File: config.mk
export PLATFORM = sky130hd
export DESIGN_NAME = slpc_top
export DESIGN_NICKNAME = d
export VERILOG_FILES = /design/src/slpc_pkg.sv /design/src/slpc_top.sv /design/src/slpc_sync2.sv
export SDC_FILE = /design/constraint.sdc
export NUM_CORES = 1
export LEC_CHECK = 0
export BUFFER_PORTS_ARGS = -buffer_cell sky130_fd_sc_hd__buf_2
export CORE_MARGIN = 4
export CORE_UTILIZATION = 41
export DETAILED_ROUTE_END_ITERATION = 8
export PLACE_DENSITY = 0.76
export SYNTH_ARGS = -nofsm -noshare
export SYNTH_HDL_FRONTEND = slang
export SYNTH_SLANG_ARGS = --single-unit
File: constraint.sdc
create_clock -name sys_clk_i -period 1.6 [get_ports sys_clk_i]
set_input_delay 0.08 -clock sys_clk_i [delete_from_list [all_inputs] [get_ports sys_clk_i]]
set_output_delay 0.08 -clock sys_clk_i [all_outputs]
set_load 0.05 [all_outputs]
File: src/slpc_pkg.sv
package slpc_pkg;
  // ==========================================================
  // register map
  localparam logic [3:0] BAUD_CTRL_OFFSET = 4'h0;
  localparam logic [3:0] LINE_STATUS_OFFSET = 4'h4;
  localparam logic [7:0] BAUD_CTRL_RESET = 8'h40;
  localparam logic [7:0] BAUD_CTRL_WMASK = 8'h3B;
  // ==========================================================
  // field positions inside baud_rate_control
  localparam int ROLLOVER_BIT = 7;
  localparam int RX_IDLE_BIT = 6;
  localparam int RX_INV_BIT = 5;
  localparam int TX_INV_BIT = 4;
  localparam int WIDE_DIV_BIT = 3;
  localparam int UNIMPL_BIT = 2;
  localparam int WAKE_BIT = 1;
  localparam int AUTOBAUD_BIT = 0;
  // ==========================================================
  // mode control register fields
  localparam logic [3:0] MODE_CTRL_OFFSET = 4'h8;
  localparam int SYNC_MODE_BIT = 0;
  // ==========================================================
  // axi responses
  localparam logic [1:0] RESP_OKAY = 2'h0;
  localparam logic [1:0] RESP_SLVERR = 2'h2;
endpackage

File: src/slpc_top.sv
// Function
// in asynchronous mode a set receive polarity bit inverts the incoming data line.
// the receive polarity bit never affects the synchronous data line.
// in asynchronous mode a set transmit polarity bit inverts the transmit output.
// in synchronous mode the transmit polarity bit inverts the shift clock line.
// bit 5 is a read/write receive polarity select clearing at reset; bit 4 is tx polarity.
// bit 2 ignores writes and always reads zero.
// in asynchronous mode, with transmit inversion on, the idle level between frames is inverted too.
module slpc_top (
  input wire logic sys_clk_i,
  input wire logic resetn_i,
  input wire logic clk_en_i,
  // axi4-lite slave
  input wire logic [3:0] s_axi_awaddr,
  input wire logic s_axi_awvalid,
  output logic s_axi_awready,
  input wire logic [31:0] s_axi_wdata,
  input wire logic [3:0] s_axi_wstrb,
  input wire logic s_axi_wvalid,
  output logic s_axi_wready,
  output logic [1:0] s_axi_bresp,
  output logic s_axi_bvalid,
  input wire logic s_axi_bready,
  input wire logic [3:0] s_axi_araddr,
  input wire logic s_axi_arvalid,
  output logic s_axi_arready,
  output logic [31:0] s_axi_rdata,
  output logic [1:0] s_axi_rresp,
  output logic s_axi_rvalid,
  input wire logic s_axi_rready,
  // core side
  input wire logic core_tx_data_i,
  input wire logic core_tx_idle_i,
  input wire logic core_shift_clk_i,
  input wire logic core_sync_dt_out_i,
  input wire logic core_sync_dt_oe_i,
  input wire logic core_rx_idle_i,
  input wire logic core_rollover_i,
  output logic core_rx_data_o,
  output logic core_sync_dt_in_o,
  output logic core_wide_div_o,
  output logic core_wake_o,
  output logic core_autobaud_o,
  output logic core_sync_mode_o,
  // pins
  input wire logic rx_pin_i,
  output logic tx_pin_o,
  input wire logic sync_data_line_i,
  output logic sync_data_line_o,
  output logic sync_data_line_oe_o,
  input wire logic sync_shift_clock_line_i,
  output logic sync_shift_clock_line_o,
  output logic sync_shift_clock_line_oe_o
);
  logic [7:0] baud_reg;
  logic sync_mode_reg;
  logic aw_held_reg;
  logic w_held_reg;
  logic [3:0] awaddr_reg;
  logic [31:0] wdata_reg;
  logic [3:0] wstrb_reg;
  logic rx_sync;
  logic dt_sync;
  logic ck_sync;
  logic rx_inv;
  logic tx_inv;
  logic do_write;
  logic [7:0] status_view;

  assign rx_inv = baud_reg[slpc_pkg::RX_INV_BIT];
  assign tx_inv = baud_reg[slpc_pkg::TX_INV_BIT];
  assign do_write = aw_held_reg && w_held_reg && !s_axi_bvalid;

  // ==========================================================
  // pin synchronisers
  slpc_sync2 u_rx_sync (
    .sys_clk_i(sys_clk_i),
    .resetn_i(resetn_i),
    .clk_en_i(clk_en_i),
    .d_i(rx_pin_i),
    .q_o(rx_sync)
  );
  slpc_sync2 u_dt_sync (
    .sys_clk_i(sys_clk_i),
    .resetn_i(resetn_i),
    .clk_en_i(clk_en_i),
    .d_i(sync_data_line_i),
    .q_o(dt_sync)
  );
  slpc_sync2 u_ck_sync (
    .sys_clk_i(sys_clk_i),
    .resetn_i(resetn_i),
    .clk_en_i(clk_en_i),
    .d_i(sync_shift_clock_line_i),
    .q_o(ck_sync)
  );

  // ==========================================================
  // axi write address / data capture, either order
  always_ff @(posedge sys_clk_i or negedge resetn_i) begin
    if (!resetn_i) begin
      aw_held_reg <= 1'b0;
      w_held_reg <= 1'b0;
      awaddr_reg <= 4'h0;
      wdata_reg <= 32'h0000_0000;
      wstrb_reg <= 4'h0;
    end else if (clk_en_i) begin
      if (s_axi_awvalid && s_axi_awready) begin
        aw_held_reg <= 1'b1;
        awaddr_reg <= s_axi_awaddr;
      end else if (do_write) begin
        aw_held_reg <= 1'b0;
      end
      if (s_axi_wvalid && s_axi_wready) begin
        w_held_reg <= 1'b1;
        wdata_reg <= s_axi_wdata;
        wstrb_reg <= s_axi_wstrb;
      end else if (do_write) begin
        w_held_reg <= 1'b0;
      end
    end
  end

  // ready while nothing held and no write response pending
  always_ff @(posedge sys_clk_i or negedge resetn_i) begin
    if (!resetn_i) begin
      s_axi_awready <= 1'b0;
      s_axi_wready <= 1'b0;
    end else if (clk_en_i) begin
      s_axi_awready <= !aw_held_reg && !(s_axi_awvalid && s_axi_awready)
                       && !s_axi_bvalid;
      s_axi_wready <= !w_held_reg && !(s_axi_wvalid && s_axi_wready)
                      && !s_axi_bvalid;
    end
  end

  // ==========================================================
  // register write and write response
  always_ff @(posedge sys_clk_i or negedge resetn_i) begin
    if (!resetn_i) begin
      baud_reg <= slpc_pkg::BAUD_CTRL_RESET;
      sync_mode_reg <= 1'b0;
      s_axi_bvalid <= 1'b0;
      s_axi_bresp <= slpc_pkg::RESP_OKAY;
    end else if (clk_en_i) begin
      // hardware status bits follow core
      baud_reg[slpc_pkg::RX_IDLE_BIT] <= core_rx_idle_i;
      baud_reg[slpc_pkg::ROLLOVER_BIT] <= core_rollover_i;
      if (do_write) begin
        s_axi_bvalid <= 1'b1;
        s_axi_bresp <= slpc_pkg::RESP_OKAY;
        if (awaddr_reg == slpc_pkg::BAUD_CTRL_OFFSET) begin
          if (wstrb_reg[0]) begin
            // writable bits only; bit 2 stays zero
            baud_reg[5:0] <= (wdata_reg[5:0] & slpc_pkg::BAUD_CTRL_WMASK[5:0]);
          end
        end else if (awaddr_reg == slpc_pkg::MODE_CTRL_OFFSET) begin
          if (wstrb_reg[0]) begin
            sync_mode_reg <= wdata_reg[slpc_pkg::SYNC_MODE_BIT];
          end
        end else if (awaddr_reg != slpc_pkg::LINE_STATUS_OFFSET) begin
          s_axi_bresp <= slpc_pkg::RESP_SLVERR;
        end
      end else if (s_axi_bvalid && s_axi_bready) begin
        s_axi_bvalid <= 1'b0;
      end
    end
  end

  // ==========================================================
  // read channel
  assign status_view = {5'h00, ck_sync, dt_sync, rx_sync}; // line levels as seen on the wires
  always_ff @(posedge sys_clk_i or negedge resetn_i) begin
    if (!resetn_i) begin
      s_axi_arready <= 1'b0;
      s_axi_rvalid <= 1'b0;
      s_axi_rdata <= 32'h0000_0000;
      s_axi_rresp <= slpc_pkg::RESP_OKAY;
    end else if (clk_en_i) begin
      s_axi_arready <= !s_axi_rvalid && !(s_axi_arvalid && s_axi_arready);
      if (s_axi_arvalid && s_axi_arready) begin
        s_axi_rvalid <= 1'b1;
        s_axi_rresp <= slpc_pkg::RESP_OKAY;
        case (s_axi_araddr)
          slpc_pkg::BAUD_CTRL_OFFSET: s_axi_rdata <= {24'h000000, baud_reg};
          slpc_pkg::LINE_STATUS_OFFSET: s_axi_rdata <= {24'h000000, status_view};
          slpc_pkg::MODE_CTRL_OFFSET: s_axi_rdata <= {31'h0, sync_mode_reg};
          default: begin
            s_axi_rdata <= 32'h0000_0000;
            s_axi_rresp <= slpc_pkg::RESP_SLVERR;
          end
        endcase
      end else if (s_axi_rvalid && s_axi_rready) begin
        s_axi_rvalid <= 1'b0;
      end
    end
  end

  // ==========================================================
  // receive path polarity
  always_ff @(posedge sys_clk_i or negedge resetn_i) begin
    if (!resetn_i) begin
      core_rx_data_o <= 1'b1;
      core_sync_dt_in_o <= 1'b1;
    end else if (clk_en_i) begin
      core_rx_data_o <= rx_sync ^ (rx_inv && !sync_mode_reg);
      core_sync_dt_in_o <= dt_sync;
    end
  end

  // ==========================================================
  // transmit and shift clock polarity
  always_ff @(posedge sys_clk_i or negedge resetn_i) begin
    if (!resetn_i) begin
      tx_pin_o <= 1'b1;
      sync_data_line_o <= 1'b0;
      sync_data_line_oe_o <= 1'b0;
      sync_shift_clock_line_o <= 1'b0;
      sync_shift_clock_line_oe_o <= 1'b0;
    end else if (clk_en_i) begin
      if (core_tx_idle_i) begin
        tx_pin_o <= !tx_inv || sync_mode_reg;
      end else begin
        tx_pin_o <= core_tx_data_i ^ (tx_inv && !sync_mode_reg);
      end
      sync_data_line_o <= core_sync_dt_out_i;
      sync_data_line_oe_o <= sync_mode_reg && core_sync_dt_oe_i;
      sync_shift_clock_line_o <= core_shift_clk_i ^ tx_inv;
      sync_shift_clock_line_oe_o <= sync_mode_reg;
    end
  end

  // ==========================================================
  // config outputs to core
  always_ff @(posedge sys_clk_i or negedge resetn_i) begin
    if (!resetn_i) begin
      core_wide_div_o <= 1'b0;
      core_wake_o <= 1'b0;
      core_autobaud_o <= 1'b0;
      core_sync_mode_o <= 1'b0;
    end else if (clk_en_i) begin
      core_wide_div_o <= baud_reg[slpc_pkg::WIDE_DIV_BIT];
      core_wake_o <= baud_reg[slpc_pkg::WAKE_BIT];
      core_autobaud_o <= baud_reg[slpc_pkg::AUTOBAUD_BIT];
      core_sync_mode_o <= sync_mode_reg;
    end
  end

  // ==========================================================
  // checks
  chk_rx_invert: assert property (@(posedge sys_clk_i) disable iff (!resetn_i)
    clk_en_i && $past(clk_en_i) && !sync_mode_reg && rx_inv && $stable(rx_inv) |=>
    !clk_en_i || core_rx_data_o == !$past(rx_sync))
    else $error("rx data not inverted");
  chk_sync_dt_pass: assert property (@(posedge sys_clk_i) disable iff (!resetn_i)
    clk_en_i |=> !clk_en_i || core_sync_dt_in_o == $past(dt_sync))
    else $error("sync data altered");
  chk_tx_invert: assert property (@(posedge sys_clk_i) disable iff (!resetn_i)
    clk_en_i && !sync_mode_reg && !core_tx_idle_i |=>
    tx_pin_o == ($past(core_tx_data_i) ^ $past(tx_inv)))
    else $error("tx polarity wrong");
  chk_clk_invert: assert property (@(posedge sys_clk_i) disable iff (!resetn_i)
    clk_en_i |=> sync_shift_clock_line_o == ($past(core_shift_clk_i) ^ $past(tx_inv)))
    else $error("shift clock polarity wrong");
  chk_unimpl_zero: assert property (@(posedge sys_clk_i) disable iff (!resetn_i)
    s_axi_rvalid && $rose(s_axi_rvalid) && $past(s_axi_araddr) == slpc_pkg::BAUD_CTRL_OFFSET
    |-> s_axi_rdata[slpc_pkg::UNIMPL_BIT] == 1'b0)
    else $error("unimplemented bit read as one");
  chk_rx_pol_rw: assert property (@(posedge sys_clk_i) disable iff (!resetn_i)
    clk_en_i && do_write && awaddr_reg == slpc_pkg::BAUD_CTRL_OFFSET && wstrb_reg[0]
    |=> rx_inv == $past(wdata_reg[slpc_pkg::RX_INV_BIT]))
    else $error("rx polarity bit not written");
  chk_idle_level: assert property (@(posedge sys_clk_i) disable iff (!resetn_i)
    clk_en_i && core_tx_idle_i && !sync_mode_reg |=> tx_pin_o == !$past(tx_inv))
    else $error("idle level wrong");
  chk_bresp_once: assert property (@(posedge sys_clk_i) disable iff (!resetn_i)
    s_axi_bvalid && !s_axi_bready |=> s_axi_bvalid && $stable(s_axi_bresp))
    else $error("write response dropped");
endmodule

File: src/slpc_sync2.sv
module slpc_sync2 (
  input wire logic sys_clk_i,
  input wire logic resetn_i,
  input wire logic clk_en_i,
  input wire logic d_i,
  output logic q_o
);
  logic meta_reg;
  // ==========================================================
  // two stage synchroniser, resets to the idle high level of the pins
  always_ff @(posedge sys_clk_i or negedge resetn_i) begin
    if (!resetn_i) begin
      meta_reg <= 1'b1;
      q_o <= 1'b1;
    end else if (clk_en_i) begin
      meta_reg <= d_i;
      q_o <= meta_reg;
    end
  end
endmodule

==> reports/metrics.yaml, run 1 <==
run_status:
  status: "finished with violations"
  violations: "negative setup slack"
synth:
  ys_warn_count: 0
  yosys-top-cells-area: "dfrtp_1 46%, mux2_2 18%, dfstp_2 12%"
  synth_area_um2: 2250
  synth_top_area_cell: "dfrtp_1"
  postSynthCellCount: 173
  syn_avg_cell_area_um2: 13.0
  synth.top_cell.area_share_pct: 45.7
  ys_types: 26
  ys_seq_area_share_pct: 57.3
  synth-seq-cells: 51
clocking:
  cts_num_sinks: 51
  cts.path.max_buffers: 2
  clkTransAtPathRegs_ns: 0.09
  htreeDepth: 2
  cts_made_buffers: 5
  cts_root_buf: "clkbuf_8"
  cts_tree: "built"
  clock_latency_ns: 0.30
worst_hold_path:
  hold_class: "input port to register"
timing:
  worst_slack_ns: -0.0637
  holdWs_ns: 0.00862
  hold_viol: 0
  rsz0062_at_grt: "true"
  setup_viol: 4
  finalCritPeriodShare_pct: 104
  fmax_mhz: 601
  drv_slew: 0
  fin_tns_setup_ns: -0.243
  fin_crit_ns: 1.66
  fin_skew_ns: 0.00652
global_route:
  grt_pass1_vias: 1460
  overflow: 0
  grt_usage_pct: 14.2
  grt_pass1_wl_um: 7110
  grt_max_degree: 25
  antenna_found_initial: 0
cells_and_area:
  drive_gt1_share_pct: 48.6
  fin_nets: 316
  largest_reg_flops: 8
  post-route-util_pct: 54.1
  nFillCells: 453
  area_growth_syn_to_layout_pct: 25.4
  layout_commonest_cell: "buf_2"
  layout_common_cells: "57 x buf_2, 40 x dfrtp_1, 31 x mux2_2, 26 x conb_1"
  insertedDiodeCount: 0
route:
  viasPerCell: 4.62
  vias: 1500
  routedWlPerCell_um: 13.7
  firstDrtPassIters: 4
  wirelength_um: 4460
  drc_errors: 0
  ant_nets: 0
  first_iter_violations: 33
place:
  portBuffers: 57
  gp_congestion: 0.767
  dp_hpwl_um: 3320
pwr:
  finalPower_mw: 4.36
  pwr-share-comb_pct: 38.2
  switching_share_pct: 40.8
  seq_power_share_pct: 45.3
  max-vdd-ir-drop_uv: 1120
  p_clk_share_pct: 16.6
  pwr_density_cell_nw_per_um2: 1550
  switchingPower_mw: 1.78
  leakage_nw: 1.40
  internal-power_mw: 2.58
floorplan:
  dieArea_um2: 6730
  die_y_um: 82.0
  rows: 26
  fp.coreArea_um2: 5200
  die_x_um: 82.0
  ios: 114
  start_util_pct: 43.2
critical_path:
  path_class: "register to register"
  required_ns: 1.79
  critPathArrivalTime_ns: 1.85
  critPathCaptureType: "register"
  crit_path_start_kind: "register"
  critPathMaxFanout: 4
flow_run:
  drv_cap: 0
power by group through the flow:
stage	Sequential [mW]	Clock, mW	Combinational [mW]
6_report	1.97	0.723	1.66
5_1_grt	2.03	0.818	1.78
4_1_cts	1.98	0.754	1.68
3_5_place_dp	2.00	0	1.62
3_3_place_gp	1.98	0	1.59
2_1_floorplan	2.47	0	0.727
routing by layer:
| layer | part of all wire, % | track usage, % | vias up |
|---|---|---|---|
| met5 | 0 | 0 | - |
| met4 | 1.5 | 4.65 | 0 |
| met3 | 7.0 | 4.17 | 8 |
| met2 | 49 | 22.5 | 58 |
| met1 | 42 | 18.6 | 729 |
| li1 | - | - | 705 |
Yosys cell counts:
cell type  count
nor3_4         1
xnor2_1        3
nand2_1       12
a22o_1         7
buf_1          1
o21ai_0        4
dfrtp_1       41
dfstp_2       10
conb_1         1
nor2_1         4
mux2i_1        1
a211oi_1       4
nand4b_1       1
or4b_4         1
a32o_1         1
nor2b_1        2
nor3_1         3
buf_4         27
buf_2          2
clkbuf_1       1
mux2_2        35
a21oi_1        3
nand3_1        4
or3_1          1
nand3b_1       1
inv_1          2
area by class of cell:
cell class	count	area (um2)	area share [%]
sequential	51	1290	45.8
multi-input combinational	114	840	29.8
timing repair buffer	80	504	17.9
tap	70	87.6	3.11
clock buffer	5	68.8	2.44
clock inverter	3	20.0	0.710
inverter	2	7.51	0.266
stage by stage:
step	instance area, um2	instances	setup WS (ns)
2_1_floorplan	2340	198	-0.0459
3_3_place_gp	2570	303	-0.0987
3_5_place_dp	2570	303	-0.115
4_1_cts	2800	323	-0.0558
5_1_grt	2820	325	-0.117
6_report	2820	325	-0.0637
final timing paths:
kind / start / to / slack [ns] / depth (start not counted)
worst max-delay path: awaddr_reg[2] / baud_reg[1] / -0.06 / 4
worst min-delay path: core_sync_dt_oe_i / sync_data_line_oe_o / 0.009 / 3
worst max register to register: awaddr_reg[2] / baud_reg[1] / -0.06 / 4
worst min register to register: s_axi_bresp[1] / s_axi_bresp[1] / 0.48 / 2
max in group asynchronous: resetn_i / baud_reg[6] / 0.80 / 3
min in group asynchronous: resetn_i / wdata_reg[4] / 0.22 / 2
worst max-delay path, stage by stage (launching register included):
cell and delay (ns):
dfrtp_1 0.39, or4b_4 0.55, nor3_4 0.17, buf_6 0.15, mux2_4 0.29
kinds of logic (layout without fill, tap and decap cells):
| kind of cell | after synthesis | in the layout | share of synthesized area [%] |
|---|---|---|---|
| flops | 51 | 51 | 57.3 |
| mux | 36 | 36 | 18.0 |
| buf+inv | 33 | 90 | 10.1 |
| simple gates | 30 | 30 | 7.13 |
| compound gates | 19 | 19 | 6.07 |
| xor+xnor | 3 | 3 | 1.17 |
| other cells | 1 | 26 | 0.167 |
repair_timing:
item                       4_1_cts  5_1_grt
pin swaps                        2        0
hold endpoints to repair        24        2
hold buffers                    10        2
buffers inserted                 2        0
resized for setup                5        0
setup endpoints to repair        5        6
Note: power is estimated with default switching activity, not from simulation.
==> inputs of run 2 (changes only) <==
--- a/config.mk
+++ b/config.mk
@@ -9,7 +9,9 @@
 export CORE_MARGIN = 4
 export CORE_UTILIZATION = 41
 export DETAILED_ROUTE_END_ITERATION = 8
+export GPL_ROUTABILITY_DRIVEN = 0
 export PLACE_DENSITY = 0.76
+export REMOVE_ABC_BUFFERS = 1
 export SYNTH_ARGS = -nofsm -noshare
 export SYNTH_HDL_FRONTEND = slang
 export SYNTH_SLANG_ARGS = --single-unit
==> run 2 against run 1 <==
The flow still finishes with violations (negative setup slack). Cell area shrank 2.1%. Global-route usage shrank 0.55 points. Hold slack lost 0.0012 ns. Clock skew is essentially flat. Sequential power shrank 2%. Highest routed layer unchanged.
==> reports/metrics.yaml, run 2 (same netlist as run 1, synthesis figures left out) <==
pwr:
  p_clk_share_pct: 16.3
  pwr-share-comb_pct: 38.8
  switchingPower_mw: 1.73
  max-vdd-ir-drop_uv: 1320
  leakage_nw: 1.38
  internal-power_mw: 2.58
  pwr_density_cell_nw_per_um2: 1560
  seq_power_share_pct: 44.9
  switching_share_pct: 40.1
run_status:
  violations: "negative setup slack"
  status: "finished with violations"
floorplan:
  rows: 26
  dieArea_um2: 6730
  start_util_pct: 43.2
  die_x_um: 82.0
  fp.coreArea_um2: 5200
  ios: 114
  die_y_um: 82.0
critical_path:
  critPathMaxFanout: 4
  endpoint: "baud_reg[4]"
  r2r_slack_ns: -0.04
  worstReg2RegStart: "awaddr_reg[2]"
  crit_path_start_kind: "register"
  r2r_end: "baud_reg[4]"
  critPathCaptureType: "register"
  path_class: "register to register"
  required_ns: 1.78
  worstSetupStartpoint: "awaddr_reg[2]"
  reg2regPathDepth: 4
  critPathArrivalTime_ns: 1.82
cells_and_area:
  layout_commonest_cell: "buf_2"
  fin_nets: 311
  post-route-util_pct: 53.0
  fin_area_um2: 2760
  largest_reg_flops: 8
  area_growth_syn_to_layout_pct: 22.8
  instances_no_fill: 320
  insertedDiodeCount: 0
  layout_common_cells: "57 x buf_2, 41 x dfrtp_1, 30 x mux2_2, 26 x conb_1, 12 x nand2_1"
  drive_gt1_share_pct: 48.4
worst_hold_path:
  hold_class: "input port to register"
clocking:
  cts_root_buf: "clkbuf_8"
  clock_latency_ns: 0.30
  cts_num_sinks: 51
  clkTransAtPathRegs_ns: 0.09
  cts_tree: "built"
  htreeDepth: 2
  cts.path.max_buffers: 2
  cts_made_buffers: 5
place:
  portBuffers: 57
  place_area_um2: 2580
  place_inst: 304
  dp_hpwl_um: 3190
flow_run:
  drv_cap: 0
route:
  wirelength_um: 4320
  ant_nets: 0
  first_iter_violations: 39
  drc_errors: 0
  vias: 1473
  viasPerCell: 4.60
  routedWlPerCell_um: 13.5
  firstDrtPassIters: 3
timing:
  finalCritPeriodShare_pct: 102
  fmax_mhz: 610
  setup_viol: 5
  worst_slack_ns: -0.0399
  hold_viol: 0
  fin_crit_ns: 1.64
  fin_skew_ns: 0.00697
  drv_slew: 0
  rsz0062_at_grt: "true"
  tightest_slew_ns: 0.549
  slew_headroom_pct: 63.4
global_route:
  grt_usage_pct: 13.6
  grt_pass1_wl_um: 6870
  grt_pass1_vias: 1413
  grt_max_degree: 30
  overflow: 0
  antenna_found_initial: 0
## run 2: cell count changes in the layout (fill, tap and decap cells not counted), sizes merged
| cell | before | now |
|---|---|---|
| dlygate4sd3 | 12 | 6 |
| clkbuf | 5 | 8 |
| clkinvlp | 2 | 0 |
| buf | 68 | 69 |
| clkinv | 1 | 0 |
## run 2: what timing repair did
| item | 4_1_cts | 5_1_grt |
|---|---|---|
| hold buffers | 4 | 2 |
| gates resized for setup | 6 | 0 |
| pin swaps | 2 | 1 |
| buffers inserted | 2 | 0 |
| endpoints found under the hold margin | 22 | 2 |
| endpoints found under the setup margin | 6 | 6 |
## run 2: through the flow
stage | TNS (ns) | setup WS [ns] | total power, mW | hold WS (ns)
after global placement | -0.430 | -0.0874 | 3.56 | 0.0895
final | -0.158 | -0.0399 | 4.31 | 0.00742
after global routing | -0.531 | -0.105 | 4.56 | 0.00121
after detailed placement | -0.428 | -0.0898 | 3.61 | 0.0974
after CTS | -0.499 | -0.105 | 4.35 | 0.000296
after floorplan | -1.71 | -0.182 | 3.12 | -0.216
## run 2: critical path: stages (launching register included)
cell     delay [ns]
dfrtp_1        0.38
or4b_4         0.55
nor3_4         0.15
buf_6          0.15
mux2_4         0.29
## run 2: routing by layer
metal  global-route usage, %  part of all wire [%]  routed length, um
met1                    16.2                    41               1780
met2                    22.9                    48               2050
met3                    4.71                    10                430
met4                    4.49                   1.3                 56
met5                       0                     0                  0
## run 2: area by class of cell
| type | count | area (um2) |
|---|---|---|
| inverter | 2 | 7.51 |
| tap | 70 | 87.6 |
| sequential | 51 | 1290 |
| multi-input combinational | 114 | 843 |
| fill | 497 | 2450 |
| timing repair buffer | 75 | 452 |
| clock buffer | 8 | 80.1 |
## run 2: how the worst min path moves through the flow
stage | depth (start not counted) | start | end
detailed placement | 1 | resetn_i | wdata_reg[3]
CTS | 2 | s_axi_awaddr[0] | awaddr_reg[0]
global route | 2 | s_axi_wstrb[0] | wstrb_reg[0]
floorplan | 0 | resetn_i | aw_held_reg
finish | 2 | core_sync_dt_out_i | sync_data_line_o
global placement | 1 | resetn_i | wdata_reg[3]
## run 2: power groups by stage
| stage | Sequential, mW | Combinational (mW) | Clock, mW |
|---|---|---|---|
| 4_1_cts | 1.94 | 1.68 | 0.729 |
| 2_1_floorplan | 2.51 | 0.608 | 0 |
| 6_report | 1.93 | 1.67 | 0.704 |
| 3_5_place_dp | 1.96 | 1.65 | 0 |
| 3_3_place_gp | 1.94 | 1.61 | 0 |
| 5_1_grt | 1.99 | 1.79 | 0.777 |
